File: config.mk
export PLATFORM = sky130hd
export DESIGN_NAME = acp_regs
export DESIGN_NICKNAME = d
export VERILOG_FILES = /design/src/acp_pkg.sv /design/src/acp_regs.sv
export SDC_FILE = /design/constraint.sdc
export NUM_CORES = 1
export LEC_CHECK = 0
export BUFFER_PORTS_ARGS = -buffer_cell sky130_fd_sc_hd__buf_2
export CORE_MARGIN = 4
export CORE_UTILIZATION = 61
export CTS_CLUSTER_SIZE = 16
export DETAILED_ROUTE_END_ITERATION = 8
export GPL_TIMING_DRIVEN = 0
export PLACE_DENSITY = 0.77
export SLEW_MARGIN = 20
export SYNTH_ARGS = -nofsm -noshare
export SYNTH_HDL_FRONTEND = slang
export SYNTH_SLANG_ARGS = --single-unit
File: constraint.sdc
create_clock -name i_clk -period 6.5 [get_ports i_clk]
set_input_delay 0.65 -clock i_clk [delete_from_list [all_inputs] [get_ports i_clk]]
set_output_delay 0.65 -clock i_clk [all_outputs]
set_load 0.005 [all_outputs]
File: src/acp_pkg.sv
package acp_pkg;

  // ----------------------------------------------------------------
  // register map
  // ----------------------------------------------------------------
  localparam logic [11:0] ACP_OFS_SOFT_RESET = 12'h000;
  localparam logic [11:0] ACP_OFS_IF_CFG     = 12'h007;
  localparam logic [11:0] ACP_OFS_PWR        = 12'h008;
  localparam logic [11:0] ACP_OFS_OBUF       = 12'h009;
  localparam logic [11:0] ACP_OFS_FUSE_LOAD  = 12'h013;

  localparam logic [7:0]  ACP_RST_SOFT_RESET = 8'h00;
  localparam logic [7:0]  ACP_RST_IF_CFG     = 8'h00;
  localparam logic [7:0]  ACP_RST_PWR        = 8'h00;
  localparam logic [7:0]  ACP_RST_OBUF       = 8'h00;

  // writable bits; reserved positions are not stored and read as zero
  localparam logic [7:0]  ACP_WMASK_IF_CFG   = 8'hef;
  localparam logic [7:0]  ACP_WMASK_PWR      = 8'h37;
  localparam logic [7:0]  ACP_WMASK_OBUF     = 8'h3f;

  // ----------------------------------------------------------------
  // field positions
  // ----------------------------------------------------------------
  localparam int ACP_SRST_BIT    = 0;
  localparam int ACP_FUSE_LD_BIT = 0;
  localparam int ACP_MAP_MSB     = 7;
  localparam int ACP_MAP_LSB     = 5;
  localparam int ACP_OVR_EN_BIT  = 3;
  localparam int ACP_SEL_MSB     = 2;
  localparam int ACP_SEL_LSB     = 0;
  localparam int ACP_CLKBUF_BIT  = 5;
  localparam int ACP_REFAMP_BIT  = 4;
  localparam int ACP_CHA_BIT     = 2;
  localparam int ACP_CHB_BIT     = 1;
  localparam int ACP_GLOBAL_BIT  = 0;
  localparam int ACP_OBUF_MSB    = 5;

  // ----------------------------------------------------------------
  // serial frame: r/w, 3 spare, 12 address, 8 data
  // ----------------------------------------------------------------
  localparam logic [4:0]  ACP_ADDR_BITS  = 5'd16;
  localparam logic [4:0]  ACP_LAST_BIT   = 5'd23;
  localparam int          ACP_RW_POS     = 23;

  // ----------------------------------------------------------------
  // interface codes and lane modes {half, one, two}
  // ----------------------------------------------------------------
  localparam logic [2:0]  ACP_MAP_2L_18_14 = 3'h1;
  localparam logic [2:0]  ACP_MAP_2L_16    = 3'h2;
  localparam logic [2:0]  ACP_MAP_1L       = 3'h3;
  localparam logic [2:0]  ACP_MAP_HALF     = 3'h4;
  localparam logic [2:0]  ACP_SEL_2L       = 3'h3;
  localparam logic [2:0]  ACP_SEL_1L       = 3'h4;
  localparam logic [2:0]  ACP_SEL_HALF     = 3'h5;
  localparam logic [2:0]  ACP_LANES_NONE   = 3'h0;
  localparam logic [2:0]  ACP_LANES_TWO    = 3'h1;
  localparam logic [2:0]  ACP_LANES_ONE    = 3'h2;
  localparam logic [2:0]  ACP_LANES_HALF   = 3'h4;

  typedef enum logic [3:0] {
    ST_IDLE = 4'b0001,
    ST_ADDR = 4'b0010,
    ST_DATA = 4'b0100,
    ST_DONE = 4'b1000
  } acp_state_type;

  function automatic logic [2:0] acp_map_lanes(input logic [2:0] code);
    case (code)
      ACP_MAP_2L_18_14: acp_map_lanes = ACP_LANES_TWO;
      ACP_MAP_2L_16:    acp_map_lanes = ACP_LANES_TWO;
      ACP_MAP_1L:       acp_map_lanes = ACP_LANES_ONE;
      ACP_MAP_HALF:     acp_map_lanes = ACP_LANES_HALF;
      default:          acp_map_lanes = ACP_LANES_NONE;
    endcase
  endfunction : acp_map_lanes

  function automatic logic [2:0] acp_sel_lanes(input logic [2:0] code);
    case (code)
      ACP_SEL_2L:   acp_sel_lanes = ACP_LANES_TWO;
      ACP_SEL_1L:   acp_sel_lanes = ACP_LANES_ONE;
      ACP_SEL_HALF: acp_sel_lanes = ACP_LANES_HALF;
      default:      acp_sel_lanes = ACP_LANES_NONE;
    endcase
  endfunction : acp_sel_lanes

endpackage : acp_pkg

File: src/acp_regs.sv
`timescale 1ns/1ps

// Behaviour
// - writing 1 to bit 0 at 0x00 returns all registers to defaults and the bit then clears itself.
// - the lane bit map field in bits 7-5 decodes 001/010 as two-lane, 011 one-lane, 100 half-lane.
// - a new lane bit map only takes effect when the fuse load command at 0x13 bit 0 is issued.
// - the fuse load command discards values written earlier to the power-down (0x08) and output buffer (0x09) registers.
// - after reset the fuse default interface is applied while the fields read back 000.
// - the mode select field overrides the default interface only while the override enable is set.
// - the mode select decodes 011 two-lane, 100 one-lane, 101 half-lane, other codes unused.
// - bit 5 of the power-down register switches off the sampling clock buffer.
// - bit 4 of the power-down register switches off the reference amplifier.
// - bit 2 powers down channel A and bit 1 powers down channel B.
// - bit 0 enters global sleep, with the mask inputs keeping the clock buffer and reference amplifier on; both channels always go off.
// - output_buffer_power_down holds six output driver power-down bits, all reset to 0.
// - each driver bit at 1 disables its driver, with no automatic disable by lane mode.
module acp_regs
  import acp_pkg::*;
(
  // clock and reset
  input  wire logic       i_clk,
  input  wire logic       i_rst,
  // serial register port
  input  wire logic       i_sen_n,
  input  wire logic       i_sclk,
  input  wire logic       i_sdio,
  output logic            o_sdio,
  output logic            o_sdio_oe,
  // fuse and mask inputs
  input  wire logic [2:0] i_fuse_lane_map,
  input  wire logic       i_mask_clkbuf,
  input  wire logic       i_mask_refamp,
  // interface selection
  output logic [2:0]      o_lane_mode,
  output logic            o_map_16bit,
  // power controls
  output logic            o_sample_clock_buffer_off,
  output logic            o_reference_amp_off,
  output logic            o_channel_a_off,
  output logic            o_channel_b_off,
  output logic            o_global_sleep_request,
  // output driver controls
  output logic            o_frame_clock_driver_off,
  output logic            o_bit_clock_driver_off,
  output logic            o_chan_a_lane1_driver_off,
  output logic            o_chan_a_lane0_driver_off,
  output logic            o_chan_b_lane1_driver_off,
  output logic            o_chan_b_lane0_driver_off
);

  // ----------------------------------------------------------------
  // state
  // ----------------------------------------------------------------
  acp_state_type state_reg,      state_next;
  logic [4:0]    cnt_reg,        cnt_next;
  logic [23:0]   shift_reg,      shift_next;
  logic [7:0]    rd_shift_reg,   rd_shift_next;
  logic          sclk_prev_reg,  sclk_prev_next;
  logic          sdio_reg,       sdio_next;
  logic          sdio_oe_reg,    sdio_oe_next;
  logic          srst_reg,       srst_next;
  logic          fld_reg,        fld_next;
  logic          load_pend_reg,  load_pend_next;
  logic [2:0]    active_map_reg, active_map_next;
  logic [7:0]    if_cfg_reg,     if_cfg_next;
  logic [7:0]    pwr_reg,        pwr_next;
  logic [7:0]    obuf_reg,       obuf_next;
  logic [2:0]    lane_reg,       lane_next;
  logic          m16_reg,        m16_next;
  logic [4:0]    pwr_out_reg,    pwr_out_next;
  logic [5:0]    obuf_out_reg,   obuf_out_next;

  logic          rise;
  logic          fall;
  logic          wr_commit;
  logic [11:0]   addr;
  logic [7:0]    wdata;
  logic [7:0]    rdata;
  logic          sleep;

  // ----------------------------------------------------------------
  // serial port and register updates
  // ----------------------------------------------------------------
  always_comb begin
    rise            = i_sclk & ~sclk_prev_reg;
    fall            = ~i_sclk & sclk_prev_reg;
    sclk_prev_next  = i_sclk;
    state_next      = state_reg;
    cnt_next        = cnt_reg;
    shift_next      = shift_reg;
    rd_shift_next   = rd_shift_reg;
    sdio_next       = sdio_reg;
    sdio_oe_next    = sdio_oe_reg;
    srst_next       = 1'b0;
    fld_next        = 1'b0;
    load_pend_next  = load_pend_reg;
    active_map_next = active_map_reg;
    if_cfg_next     = if_cfg_reg;
    pwr_next        = pwr_reg;
    obuf_next       = obuf_reg;
    wr_commit       = 1'b0;
    if (rise) begin
      shift_next = {shift_reg[22:0], i_sdio};
    end
    addr  = shift_next[19:8];
    wdata = shift_next[7:0];
    // read data is latched at the 16th rise, while the address still sits
    // in the low bits of the shifter and not yet in its frame position
    case (shift_next[11:0])
      ACP_OFS_SOFT_RESET: rdata = {7'h00, srst_reg};
      ACP_OFS_IF_CFG:     rdata = if_cfg_reg;
      ACP_OFS_PWR:        rdata = pwr_reg;
      ACP_OFS_OBUF:       rdata = obuf_reg;
      default:            rdata = 8'h00;
    endcase
    if (i_sen_n) begin
      state_next   = ST_IDLE;
      cnt_next     = 5'd0;
      sdio_oe_next = 1'b0;
    end else begin
      case (state_reg)
        ST_IDLE: begin
          state_next = ST_ADDR;
          if (rise) begin
            cnt_next = 5'd1;
          end
        end
        ST_ADDR: begin
          if (rise) begin
            cnt_next = cnt_reg + 5'd1;
            if (cnt_next == ACP_ADDR_BITS) begin
              state_next    = ST_DATA;
              rd_shift_next = rdata;
            end
          end
        end
        ST_DATA: begin
          // the r/w bit moves up one place with every data bit shifted in
          if (fall && shift_reg[cnt_reg - 5'd1]) begin
            sdio_next     = rd_shift_reg[7];
            rd_shift_next = {rd_shift_reg[6:0], 1'b0};
            sdio_oe_next  = 1'b1;
          end
          if (rise) begin
            cnt_next = cnt_reg + 5'd1;
            if (cnt_reg == ACP_LAST_BIT) begin
              state_next = ST_DONE;
              wr_commit  = ~shift_next[ACP_RW_POS];
            end
          end
        end
        ST_DONE: begin
          if (fall && sdio_oe_reg) begin
            sdio_oe_next = 1'b0;
          end
        end
        default: begin
          state_next = ST_IDLE;
        end
      endcase
    end
    if (wr_commit) begin
      case (addr)
        ACP_OFS_SOFT_RESET: srst_next   = wdata[ACP_SRST_BIT];
        ACP_OFS_IF_CFG:     if_cfg_next = wdata & ACP_WMASK_IF_CFG;
        ACP_OFS_PWR:        pwr_next    = wdata & ACP_WMASK_PWR;
        ACP_OFS_OBUF:       obuf_next   = wdata & ACP_WMASK_OBUF;
        ACP_OFS_FUSE_LOAD:  fld_next    = wdata[ACP_FUSE_LD_BIT];
        default:            fld_next    = 1'b0;
      endcase
    end
    // the fuse interface is picked up one cycle after reset, since an
    // asynchronous reset may not load a port value
    if (load_pend_reg) begin
      active_map_next = i_fuse_lane_map;
      load_pend_next  = 1'b0;
    end
    if (fld_reg) begin
      // mapping written before the load is honoured, and in the same cycle
      // earlier writes to the power registers are thrown away
      if (if_cfg_reg[ACP_MAP_MSB:ACP_MAP_LSB] != 3'h0) begin
        active_map_next = if_cfg_reg[ACP_MAP_MSB:ACP_MAP_LSB];
      end else begin
        active_map_next = i_fuse_lane_map;
      end
      pwr_next  = ACP_RST_PWR;
      obuf_next = ACP_RST_OBUF;
    end
    if (srst_reg) begin
      if_cfg_next    = ACP_RST_IF_CFG;
      pwr_next       = ACP_RST_PWR;
      obuf_next      = ACP_RST_OBUF;
      fld_next       = 1'b0;
      load_pend_next = 1'b1;
    end
  end

  // ----------------------------------------------------------------
  // decoded outputs
  // ----------------------------------------------------------------
  always_comb begin
    if (if_cfg_reg[ACP_OVR_EN_BIT] &&
        acp_sel_lanes(if_cfg_reg[ACP_SEL_MSB:ACP_SEL_LSB]) !=
        ACP_LANES_NONE) begin
      lane_next = acp_sel_lanes(if_cfg_reg[ACP_SEL_MSB:ACP_SEL_LSB]);
    end else begin
      lane_next = acp_map_lanes(active_map_reg);
    end
    m16_next = (active_map_reg == ACP_MAP_2L_16);
    sleep    = pwr_reg[ACP_GLOBAL_BIT];
    pwr_out_next = {
      pwr_reg[ACP_CLKBUF_BIT] | (sleep & ~i_mask_clkbuf),
      pwr_reg[ACP_REFAMP_BIT] | (sleep & ~i_mask_refamp),
      pwr_reg[ACP_CHA_BIT] | sleep,
      pwr_reg[ACP_CHB_BIT] | sleep,
      sleep
    };
    // lane drivers follow their bits only, never the lane mode
    obuf_out_next = obuf_reg[ACP_OBUF_MSB:0];
  end

  always_ff @(posedge i_clk or posedge i_rst) begin
    if (i_rst) begin
      state_reg      <= ST_IDLE;
      cnt_reg        <= 5'd0;
      shift_reg      <= 24'h000000;
      rd_shift_reg   <= 8'h00;
      sclk_prev_reg  <= 1'b0;
      sdio_reg       <= 1'b0;
      sdio_oe_reg    <= 1'b0;
      srst_reg       <= ACP_RST_SOFT_RESET[ACP_SRST_BIT];
      fld_reg        <= 1'b0;
      load_pend_reg  <= 1'b1;
      active_map_reg <= 3'h0;
      if_cfg_reg     <= ACP_RST_IF_CFG;
      pwr_reg        <= ACP_RST_PWR;
      obuf_reg       <= ACP_RST_OBUF;
      lane_reg       <= ACP_LANES_NONE;
      m16_reg        <= 1'b0;
      pwr_out_reg    <= 5'h00;
      obuf_out_reg   <= 6'h00;
    end else begin
      state_reg      <= state_next;
      cnt_reg        <= cnt_next;
      shift_reg      <= shift_next;
      rd_shift_reg   <= rd_shift_next;
      sclk_prev_reg  <= sclk_prev_next;
      sdio_reg       <= sdio_next;
      sdio_oe_reg    <= sdio_oe_next;
      srst_reg       <= srst_next;
      fld_reg        <= fld_next;
      load_pend_reg  <= load_pend_next;
      active_map_reg <= active_map_next;
      if_cfg_reg     <= if_cfg_next;
      pwr_reg        <= pwr_next;
      obuf_reg       <= obuf_next;
      lane_reg       <= lane_next;
      m16_reg        <= m16_next;
      pwr_out_reg    <= pwr_out_next;
      obuf_out_reg   <= obuf_out_next;
    end
  end

  assign o_sdio                    = sdio_reg;
  assign o_sdio_oe                 = sdio_oe_reg;
  assign o_lane_mode               = lane_reg;
  assign o_map_16bit               = m16_reg;
  assign o_sample_clock_buffer_off = pwr_out_reg[4];
  assign o_reference_amp_off       = pwr_out_reg[3];
  assign o_channel_a_off           = pwr_out_reg[2];
  assign o_channel_b_off           = pwr_out_reg[1];
  assign o_global_sleep_request    = pwr_out_reg[0];
  assign o_frame_clock_driver_off  = obuf_out_reg[5];
  assign o_bit_clock_driver_off    = obuf_out_reg[4];
  assign o_chan_a_lane1_driver_off = obuf_out_reg[3];
  assign o_chan_a_lane0_driver_off = obuf_out_reg[2];
  assign o_chan_b_lane1_driver_off = obuf_out_reg[1];
  assign o_chan_b_lane0_driver_off = obuf_out_reg[0];
endmodule : acp_regs

**Yosys cells after proc, flatten, opt, wreduce, memory -nomap -nowiden**

Index checks and enable logic that the tools add are counted.

- Flip-flop bits (word level): 89
- Bits in latches: 0
- RAM bits: 0
- Memory bits (read-only): 0
- Bits of input ports: 10
- Output and inout port bits: 17
- Logic and storage cells: 143
- Memories: 0

- Add/sub/neg operators: 2
- Multiply operators: 0
- Divide/modulo/power cells: 0
- $lt $le $gt $ge: 1
- Equality and inequality tests: 32
- Shift operators: 0
- Muxes and demuxes: 49
- Bitwise logic cells: 14
- Reduce and logical (&&, ||, !) cells: 26

Operator list:

| operator | number |
|---|---|
| 8-bit 2-to-1 mux | 14 |
| 12-bit by 4-bit == test with 1-bit output, second input constant | 4 |
| 8-bit case mux with 4 select lines | 1 |
| 12-bit by 3-bit == test with 1-bit output, second input constant | 2 |
| 12-bit logical NOT | 2 |
| 24-bit 2-to-1 mux | 1 |
| 3-bit != test, second input constant | 7 |
| 3-bit nonzero test | 7 |
| 4-bit 2-to-1 mux | 5 |
| 3-bit case mux with 3 select lines | 2 |
| 4-bit case mux with 4 select lines | 1 |
| 8-bit case mux with 2 select lines | 1 |
| 5-bit 2-to-1 mux | 3 |
| 1-bit 2-to-1 mux | 14 |
| 12-bit by 5-bit == test with 1-bit output, second input constant | 1 |
| 3-bit 2-to-1 mux | 4 |
| 5-bit == test, second input constant | 2 |
| 5-bit case mux with 2 select lines | 1 |
| 5-bit AND reduction | 2 |
| 3-bit by 2-bit == test with 1-bit output, second input constant | 3 |
| 3-bit == test, second input constant | 3 |
| 3-bit AND reduction | 3 |
| 2-bit != test, second input constant | 4 |
| 2-bit nonzero test | 4 |
| 17 further kinds | 33 |

**Depth between registers and ports, before layout**

Gate-level depths: netlist of run 1.

- Depth in word-level cells: 11
- Mapped depth: 10
- Gate-level depth less buffers: 8

**Least setup slack after synthesis of run 1**

No wires, ideal clock.

- Path type: reg2reg
- Start point: register cnt_reg[0]
- End point: register rd_shift_reg[6]
- Setup time: 0.125 ns
- Data arrival time: 3.035 ns
- Setup slack: 3.341 ns
- Cell stages (with the launch flop): 10
- Period minus slack after synthesis: 3.159 ns
- Path through: dfrtp_1 -> clkbuf_1 -> inv_1 -> ha_1 -> clkbuf_1 -> mux4_2 -> mux2_2 -> a21oi_1 -> a21oi_1 -> mux2_2

- Word-level cells in the longest chain between the ends: 6
- Elaborated cells on any way between the ends: 9

RTL lines:

| what | line | RTL |
|---|---|---|
| start, declared | acp_regs.sv:55 | `logic [4:0] cnt_reg, cnt_next;` |
| start signal, assigned | acp_regs.sv:244 | `cnt_reg <= cnt_next;` |
| 5-bit by 1-bit subtractor with 5-bit output | acp_regs.sv:139 | `if (fall && shift_reg[cnt_reg - 5'd1]) begin` |
| 1-bit binary-select mux with 5-bit select | acp_regs.sv:139 |  |
| 1-bit 2-to-1 mux (not written as such) | acp_regs.sv:139 |  |
| 1-bit logical AND | acp_regs.sv:139 |  |
| 2-bit != test (no source line) | - |  |
| 5-bit AND reduction (no source line) * | - |  |
| end signal, assigned | acp_regs.sv:246 | `rd_shift_reg <= rd_shift_next;` |
| end, declared | acp_regs.sv:57 | `logic [7:0] rd_shift_reg, rd_shift_next;` |

Every way passes the cells marked *; elsewhere a longest branch is shown, timed or not. The select of a mux whose other input is x is not followed.
A chain may end at the register's enable or synchronous reset.

**Final worst setup path of run 1**

- Start point: register cnt_reg[0]
- End point: register rd_shift_reg[7]

Same word-level chain as after synthesis.

==> flow_metrics.py, run 1 <==
metrics = {
    "run_status": {
        "status": "finished clean",
    },
    "detailed_routing": {
        "first_iter_violations": 219,
        "ant_nets": 0,
        "num_vias": 3547,
        "wl_per_cell_um": 16.67,
        "drc": 0,
        "firstDrtPassIters": 5,
        "wl_um": 9802,
        "vias_per_cell": 6.032,
    },
    "global_route": {
        "grt_max_degree": 60,
        "antenna_found_initial": 0,
        "grtUsageTotal": 0.2432,
        "grt_pass1_wl_um": 16160,
        "grt_pass1_vias": 3313,
        "grt_overflow": 0,
    },
    "synth": {
        "synth.area.mux_share": 0.1025,
        "ys_warn_count": 0,
        "yosys-top-cells-area": "dfrtp_1 (47%), nand2_1 (7.0%), mux2i_1 (6.3%)",
        "ys_seq_area_frac": 0.4855,
        "synth_edf_count": 0,
        "synth_compound_area_frac": 0.1072,
        "async_flop_share": 1.000,
        "synth_adder_area_share": 0.005843,
        "ys_ff_latch": 83,
        "synthCells": 450,
        "synthXorXnorAreaFrac": 0.02249,
        "netlist_area_mm2": 0.004283,
        "synth-simple-area-share": 0.2285,
        "avgSynthCellArea_um2": 9.517,
        "yosys.area.top_type_share": 0.4733,
        "yosys.area.top_type": "dfrtp_1",
        "ys_types": 60,
        "synth_ff_type": "dfrtp_1",
        "synth_top_family_by_area": "simple AND/OR/NAND/NOR gates",
        "synth_nets": 462,
    },
    "power": {
        "power_density_mw_per_mm2": 247.5,
        "vdd_drop_max_uv": 146.0,
        "p_leak_nw": 2.262,
        "p_total_mw": 1.178,
    },
    "clocking": {
        "clock_sinks": 83,
        "cts_max_level": 3,
        "tritoncts": "built",
        "root_buffer": "clkbuf_8",
        "clk_latency_ns": 0.36,
        "clk_pin_slew_worst_paths_ns": 0.09,
        "clockBufferDepth": 2,
        "ctsResizeCount": 0,
        "cts-buffers-inserted": 9,
        "post_cts_buffers": 0,
        "hold_buffers": 0,
    },
    "layout": {
        "syn2layout_area_growth_pct": 11.10,
        "fin_util": 0.7004,
        "drive_gt1_frac": 0.1423,
        "nets": 499,
        "largest_reg_flops": 24,
        "fin_area_mm2": 0.004758,
        "antenna_cells": 0,
    },
    "timing": {
        "tightest_slew_ns": 0.9103,
        "finalWorstSetupSlack_ns": 2.589,
        "period_needed_ns": 3.911,
        "fin_worst_skew_ns": 0.01375,
        "relSlewSlack": 0.3931,
        "hold_viol": 0,
        "rsz0062_at_grt": "no",
        "clock.fmax_mhz": 255.7,
        "period_share": 0.6016,
        "setup_viol_count_final": 0,
        "maxSlewViolCount": 0,
        "final.setup.tns_ns": 0,
    },
    "worst_setup_path": {
        "crit_path_max_fanout": 10,
        "start_kind": "flop",
        "crit_required_ns": 6.74,
        "critPathKind": "flop to flop",
        "crit_path_end_kind": "flop",
        "worst_ep_arrival_time_ns": 4.15,
    },
    "hold_path": {
        "hold_class": "primary input to asynchronous set/reset pin",
    },
    "floorplanning": {
        "die_area_mm2": 0.008425,
        "core_mm2": 0.006794,
        "start_util": 0.6304,
        "io_pins": 27,
        "dieHeight_um": 91.79,
        "row_count": 30,
        "die_w_um": 91.79,
    },
    "placement": {
        "routabilityCongestion": 0.9213,
        "dpl.hpwl_um": 6920,
        "placed_area_mm2": 0.004558,
        "preCtsSetupSlack_ns": 2.774,
        "port_buffers": 25,
    },
    "job": {
        "cap_violations": 0,
    },
}
## synthesized netlist by cell type (all sizes together) (3+ instances only)
cell and instances:
or2 3, inv 21, nor3 11, a21oi 15, nor4 4, or4b 5, nand2 80, nand4 5
nor2b 7, a211oi 3, mux4 4, or4 3, nand3 11, buf 6, mux2i 27, and3 3
mux2 7, nand2b 6, o22ai 6, dfrtp 81, nor3b 5, o31ai 5, xnor2 5, a31oi 8
clkbuf 22, xor2 6, o21ai 16, nor2 36, nand3b 7
## layout make-up
class / count / area, um^2
Timing Repair Buffer: 26 / 152.6
Fill cell: 529 / 2036
Multi-Input combinational cell: 318 / 1998
Inverter: 21 / 81.33
Buffer: 28 / 126.4
Sequential cell: 83 / 2079
Clock inverter: 7 / 76.32
Clock buffer: 9 / 123.9
Tap cell: 96 / 120.1
## cells by family after synthesis
| kind of cell | count (synthesis) |
|---|---|
| and+or+nand+nor | 196 |
| muxes | 38 |
| AOI/OAI and AO/OA | 71 |
| DFF | 83 |
| buffers and inverters | 49 |
| adders and majority gates | 2 |
| xor gates and xnor gates | 11 |
## critical path, cell delays in order (launching register included)
cell and delay (ns):
dfrtp_1 0.42, clkbuf_1 0.40, inv_1 0.17, ha_1 0.35, clkbuf_1 0.46, mux4_2 0.56
mux2_2 0.28, a21oi_1 0.38, a21oi_1 0.38, mux2_2 0.37
## per-stage QoR
stage | std cells | hold WS [ns]
after floorplan | 450 | 0.3528
after global placement | 571 | 0.3671
after detailed placement | 572 | 0.3656
after CTS | 588 | 0.2575
after global routing | 588 | 0.2649
final | 588 | 0.2437
## layout by cell type (no fill, tap or decap), types with 3 or more instances in the layout
cell type / Yosys / layout
dfrtp_1: 81 / 81
nand2_1: 80 / 80
nor2_1: 36 / 36
mux2i_1: 27 / 27
buf_2: 1 / 26
clkbuf_1: 21 / 21
inv_1: 21 / 20
o21ai_0: 16 / 16
a21oi_1: 15 / 15
nor3_1: 11 / 11
nand3_1: 11 / 11
clkbuf_8: 0 / 9
a31oi_1: 8 / 8
nor2b_1: 7 / 7
mux2_2: 7 / 7
nand3b_1: 7 / 7
nand2b_1: 6 / 6
xor2_1: 6 / 6
o22ai_1: 6 / 6
nand4_1: 5 / 5
nor3b_1: 5 / 5
xnor2_1: 5 / 5
o31ai_1: 5 / 5
nor4_1: 4 / 4
mux4_2: 4 / 4
a211oi_1: 3 / 3
or2_2: 3 / 3
and3_1: 3 / 3
or4b_2: 3 / 3
## report_power, final
group / switching [mW] / internal (mW) / total, mW
registers: 0.0374 / 0.551 / 0.589
clock network: 0.196 / 0.179 / 0.375
logic: 0.130 / 0.0841 / 0.214
## worst paths after layout
kind	startpoint	to	slack, ns	cells past startpoint
worst max-delay path	cnt_reg[0]	rd_shift_reg[7]	2.59	9
worst min-delay path	i_rst	state_reg[3]	0.24	2
worst max register to register	cnt_reg[0]	rd_shift_reg[7]	2.59	9
worst min register to register	srst_reg	load_pend_reg	0.39	0
max in group asynchronous	i_rst	load_pend_reg	5.61	3
min in group i_clk	srst_reg	load_pend_reg	0.39	0
## per-layer routing
metal / global-route usage / vias up / wire length, um
met3: 0.04184 / 24 / 630
met1: 0.3463 / 1719 / 4448
met4: 0.1040 / 0 / 261
li1: - / 1652 / -
met5: 0 / - / 0
met2: 0.3682 / 152 / 4461
(Power assumes the default switching activity.)
==> inputs of run 2 (changes only) <==
--- a/config.mk
+++ b/config.mk
@@ -7,11 +7,11 @@
 export LEC_CHECK = 0
 export BUFFER_PORTS_ARGS = -buffer_cell sky130_fd_sc_hd__buf_2
 export CORE_MARGIN = 4
-export CORE_UTILIZATION = 61
+export CORE_UTILIZATION = 55
 export CTS_CLUSTER_SIZE = 16
 export DETAILED_ROUTE_END_ITERATION = 8
 export GPL_TIMING_DRIVEN = 0
-export PLACE_DENSITY = 0.77
+export PLACE_DENSITY = 0.73
 export SLEW_MARGIN = 20
 export SYNTH_ARGS = -nofsm -noshare
 export SYNTH_HDL_FRONTEND = slang
==> constraint.sdc (replaced) <==
create_clock -name i_clk -period 3.2 [get_ports i_clk]
set_input_delay 0.32 -clock i_clk [delete_from_list [all_inputs] [get_ports i_clk]]
set_output_delay 0.32 -clock i_clk [all_outputs]
set_load 0.005 [all_outputs]
==> flow_metrics.py, run 2 (synthesis gave the netlist of run 1 again) <==
metrics = {
    "run_status": {
        "status": "finished clean",
    },
    "power": {
        "p_leak_nw": 2.279,
        "power_density_mw_per_mm2": 493.2,
        "clkPwrFrac": 0.305,
        "pwr-share-comb": 0.188,
        "intPower_mw": 1.592,
        "p_switching_mw": 0.7660,
        "p_sw_frac": 0.3249,
        "p_total_mw": 2.358,
        "seq_power_share": 0.507,
        "vdd_drop_max_uv": 275.9,
    },
    "placement": {
        "dpl.hpwl_um": 7085,
        "routabilityCongestion": 0.8937,
        "placed_area_mm2": 0.004562,
        "dp.cells": 575,
        "preCtsSetupSlack_ns": -0.5197,
        "port_buffers": 25,
    },
    "global_route": {
        "grt_max_degree": 59,
        "antenna_found_initial": 0,
        "grt_overflow": 0,
        "grt_pass1_wl_um": 16190,
        "grt_pass1_vias": 3328,
        "grtUsageTotal": 0.2273,
    },
    "layout": {
        "fin_area_mm2": 0.004781,
        "fin_cells": 592,
        "final_common_cell": "dfrtp_1",
        "syn2layout_area_growth_pct": 11.63,
        "mostFrequentLayoutCells": "dfrtp_1 (81), nand2_1 (80), nor2_1 (36)",
        "nFillCells": 617,
        "drive_gt1_frac": 0.1521,
        "fin_util": 0.6453,
        "nets": 500,
        "largest_reg_flops": 24,
        "antenna_cells": 0,
    },
    "clocking": {
        "clk_latency_ns": 0.36,
        "cts-buffers-inserted": 9,
        "cts_max_level": 3,
        "post_cts_buffers": 0,
        "tritoncts": "built",
        "clockBufferDepth": 2,
        "clock_sinks": 83,
        "root_buffer": "clkbuf_8",
        "clk_pin_slew_worst_paths_ns": 0.10,
    },
    "timing": {
        "clock.fmax_mhz": 330.5,
        "maxSlewViolCount": 0,
        "fin_worst_skew_ns": 0.01479,
        "setup_viol_count_final": 0,
        "tightest_slew_ns": 0.5734,
        "final.setup.tns_ns": 0,
        "relSlewSlack": 0.6177,
        "finalWorstSetupSlack_ns": 0.1740,
        "rsz0062_at_grt": "no",
        "hold_viol": 0,
        "hold_ws_ns": 0.07504,
        "period_share": 0.9456,
        "period_needed_ns": 3.026,
    },
    "floorplanning": {
        "start_util": 0.5781,
        "die_w_um": 96.25,
        "die_area_mm2": 0.009263,
        "io_pins": 27,
        "core_mm2": 0.007408,
        "row_count": 31,
        "dieHeight_um": 96.25,
    },
    "worst_setup_path": {
        "critPathKind": "flop to flop",
        "crit_required_ns": 3.44,
        "critPathLaunch": "cnt_reg[0]",
        "rrSetupSlack_ns": 0.17,
        "crit_path_end": "rd_shift_reg[6]",
        "worst_ep_arrival_time_ns": 3.27,
        "rr_worst_depth": 9,
        "start_kind": "flop",
        "timing.rr.start": "cnt_reg[0]",
        "crit_path_end_kind": "flop",
        "r2r_end": "rd_shift_reg[6]",
        "crit_path_max_fanout": 10,
    },
    "detailed_routing": {
        "vias_per_cell": 5.976,
        "num_vias": 3538,
        "firstDrtPassIters": 5,
        "ant_nets": 0,
        "wl_um": 9771,
        "first_iter_violations": 309,
        "drc": 0,
        "wl_per_cell_um": 16.51,
    },
    "job": {
        "cap_violations": 0,
    },
    "hold_path": {
        "hold-path-cell-count": 1,
        "hold_class": "primary input to flop",
    },
}
-- run 2: cell count changes in the layout (fill, tap and decap cells not counted), sizes merged --
| cell | delta |
|---|---|
| clkinvlp | -1 |
| dlygate4sd3 | +1 |
| inv | +2 |
| bufinv | -1 |
-- run 2: worst min path at each step --
| stage | from | endpoint | slack, ns |
|---|---|---|---|
| 2_1_floorplan | i_sclk | sclk_prev_reg | 0.35 |
| 3_3_place_gp | srst_reg | load_pend_reg | 0.37 |
| 3_5_place_dp | i_rst | state_reg[1] | 0.32 |
| 4_1_cts | i_sclk | sclk_prev_reg | 0.07 |
| 5_1_grt | i_sclk | sclk_prev_reg | 0.07 |
| 6_report | i_sclk | sclk_prev_reg | 0.08 |
-- run 2: per-layer routing --
layer  part of all wire  track usage  vias up
li1                   -            -     1650
met1               0.46       0.3230     1752
met2               0.46       0.3531      122
met3              0.069      0.04535       14
met4              0.013      0.06635        0
met5                  0            0        -
-- run 2: final cells by class --
| cell class | instances | area, um^2 | area share |
|---|---|---|---|
| Timing Repair Buffer | 27 | 162.7 | 0.03402 |
| Multi-Input combinational cell | 318 | 2014 | 0.4214 |
| Clock inverter | 7 | 61.31 | 0.01282 |
| Clock buffer | 9 | 123.9 | 0.02591 |
| Inverter | 21 | 81.33 | 0.01701 |
| Tap cell | 99 | 123.9 | 0.02591 |
| Buffer | 28 | 133.9 | 0.02800 |
| Sequential cell | 83 | 2079 | 0.4350 |
-- run 2: critical path, stage by stage, from the launching register on --
cell      delay [ns]
dfrtp_1         0.42
clkbuf_4        0.23
inv_1           0.11
ha_1            0.35
clkbuf_4        0.24
mux4_2          0.50
mux2_2          0.29
a21oi_2         0.26
a21oi_2         0.20
mux2_2          0.31
-- run 2: power by group through the flow --
stage	sequential, mW	combinational (mW)	clock (mW)
finish	1.20	0.443	0.719
global route	1.21	0.490	0.775
CTS	1.19	0.433	0.725
detailed placement	1.21	0.426	0
global placement	1.21	0.410	0
floorplan	1.19	0.332	0
-- run 2: repair_timing --
item	CTS	global route
resized for setup	5	5
hold buffers	1	0
endpoints found under the hold margin	24	0
setup endpoints to repair	10	9
==> inputs of run 3 (changes only) <==
==> constraint.sdc (replaced) <==
create_clock -name i_clk -period 3.2 [get_ports i_clk]
set_input_delay 0.8 -clock i_clk [delete_from_list [all_inputs] [get_ports i_clk]]
set_output_delay 0.8 -clock i_clk [all_outputs]
set_load 0.005 [all_outputs]
==> flow_metrics.py, run 3 (synthesis gave the netlist of run 1 again) <==
metrics = {
    "power": {
        "pwr-share-comb": 0.187,
        "power_density_mw_per_mm2": 493.3,
        "p_switching_mw": 0.7627,
        "p_sw_frac": 0.3240,
        "intPower_mw": 1.591,
        "p_leak_nw": 2.278,
        "seq_power_share": 0.508,
        "vdd_drop_max_uv": 276.2,
        "clkPwrFrac": 0.304,
    },
    "clocking": {
        "root_buffer": "clkbuf_8",
        "clk_pin_slew_worst_paths_ns": 0.10,
        "cts-buffers-inserted": 9,
        "clk_latency_ns": 0.36,
        "hold_buffers": 0,
        "post_cts_buffers": 0,
        "clockBufferDepth": 2,
        "tritoncts": "built",
        "clock_sinks": 83,
        "cts_max_level": 3,
    },
    "timing": {
        "rsz0062_at_grt": "no",
        "finalWorstSetupSlack_ns": 0.1783,
        "fin_worst_skew_ns": 0.01254,
        "tightest_slew_ns": 0.5797,
        "period_share": 0.9443,
        "relSlewSlack": 0.6135,
        "final.setup.tns_ns": 0,
        "setup_viol_count_final": 0,
        "clock.fmax_mhz": 330.9,
        "maxSlewViolCount": 0,
        "hold_viol": 0,
        "period_needed_ns": 3.022,
    },
    "layout": {
        "fin_cells": 591,
        "fin_util": 0.6441,
        "drive_gt1_frac": 0.1545,
        "final_common_cell": "dfrtp_1",
        "largest_reg_flops": 24,
        "antenna_cells": 0,
        "syn2layout_area_growth_pct": 11.42,
        "nets": 499,
        "nFillCells": 617,
        "mostFrequentLayoutCells": "dfrtp_1 (81), nand2_1 (80), nor2_1 (36)",
    },
    "global_route": {
        "grt_pass1_wl_um": 16160,
        "grt_pass1_vias": 3316,
        "grt_max_degree": 59,
        "grtUsageTotal": 0.2270,
        "antenna_found_initial": 0,
        "grt_overflow": 0,
    },
    "worst_setup_path": {
        "timing.rr.start": "cnt_reg[0]",
        "rr_worst_depth": 9,
        "path_delay_family": "multiplexers",
        "rrSetupSlack_ns": 0.18,
        "critPathKind": "flop to flop",
        "worst_ep_arrival_time_ns": 3.27,
        "slowest_delay_ns": 0.50,
        "crit_path_max_fanout": 10,
        "start_kind": "flop",
        "timing.critical_path.buf_inv": 3,
        "crit_required_ns": 3.44,
        "crit_path_end_kind": "flop",
        "slowest_stage": "mux4_2",
        "crit_chain": "clkbuf_4 > inv_1 > ha_1 > clkbuf_4 > mux4_2 > mux2_2 > a21oi_2 > a21oi_2 > mux2_2",
        "r2r_end": "rd_shift_reg[6]",
    },
    "placement": {
        "port_buffers": 25,
        "routabilityCongestion": 0.8937,
        "dp.cells": 575,
        "dpl.hpwl_um": 7085,
        "preCtsSetupSlack_ns": -0.5197,
    },
    "hold_path": {
        "holdPathEnd": "load_pend_reg",
        "hold-path-cell-count": 0,
        "hold_class": "flop to flop",
        "min_from": "srst_reg",
    },
    "detailed_routing": {
        "ant_nets": 0,
        "num_vias": 3503,
        "firstDrtPassIters": 7,
        "vias_per_cell": 5.927,
        "wl_um": 9731,
        "first_iter_violations": 284,
        "wl_per_cell_um": 16.47,
        "drc": 0,
    },
    "floorplanning": {
        "row_count": 31,
        "die_w_um": 96.25,
        "core_mm2": 0.007408,
        "die_area_mm2": 0.009263,
        "dieHeight_um": 96.25,
        "io_pins": 27,
        "start_util": 0.5781,
    },
    "run_status": {
        "status": "finished clean",
    },
    "job": {
        "cap_violations": 0,
    },
}
-- run 3: what timing repair did --
action / in CTS / in global routing
setup endpoints to repair: 10 / 9
pin swaps: 0 / 0
gates resized for setup: 5 / 7
-- run 3: stage by stage --
stage / power (mW) / area [um^2] / hold WS [ns]
after global routing: 2.472 / 4772 / 0.3938
final: 2.354 / 4772 / 0.3890
after detailed placement: 1.639 / 4562 / 0.3680
after CTS: 2.350 / 4765 / 0.3907
after floorplan: 1.521 / 4283 / 0.3528
after global placement: 1.622 / 4532 / 0.3664
-- run 3: area by class of cell --
type	count	area [um^2]	area share
buffer	28	135.1	0.02832
clock buffer	9	123.9	0.02596
clock inverter	7	61.31	0.01285
inverter	21	81.33	0.01704
multi-input combinational	318	2014	0.4221
sequential	83	2079	0.4358
tap	99	123.9	0.02596
timing repair buffer	26	152.6	0.03199
-- run 3: how the worst max path moves through the flow --
| stage | slack, ns | from | end | cells past startpoint |
|---|---|---|---|---|
| 2_1_floorplan | 0.04 | cnt_reg[0] | rd_shift_reg[6] | 9 |
| 3_3_place_gp | -0.69 | i_rst | active_map_reg[0] | 2 |
| 3_5_place_dp | -0.52 | cnt_reg[0] | rd_shift_reg[6] | 9 |
| 4_1_cts | 0.08 | cnt_reg[0] | rd_shift_reg[6] | 9 |
| 5_1_grt | 0.03 | cnt_reg[0] | rd_shift_reg[6] | 9 |
| 6_report | 0.18 | cnt_reg[0] | rd_shift_reg[6] | 9 |
-- run 3: power by group through the flow --
stage / clock network [mW] / logic, mW / registers, mW
4_1_cts: 0.725 / 0.432 / 1.19
5_1_grt: 0.775 / 0.489 / 1.21
2_1_floorplan: 0 / 0.332 / 1.19
3_5_place_dp: 0 / 0.426 / 1.21
6_report: 0.716 / 0.441 / 1.20
3_3_place_gp: 0 / 0.410 / 1.21
-- run 3: routing by layer --
metal,vias to the layer above,global-route usage,part of all wire
li1,1650,-,-
met1,1713,0.3230,0.46
met2,125,0.3519,0.46
met3,15,0.04535,0.064
met4,0,0.06635,0.015
met5,-,0,0
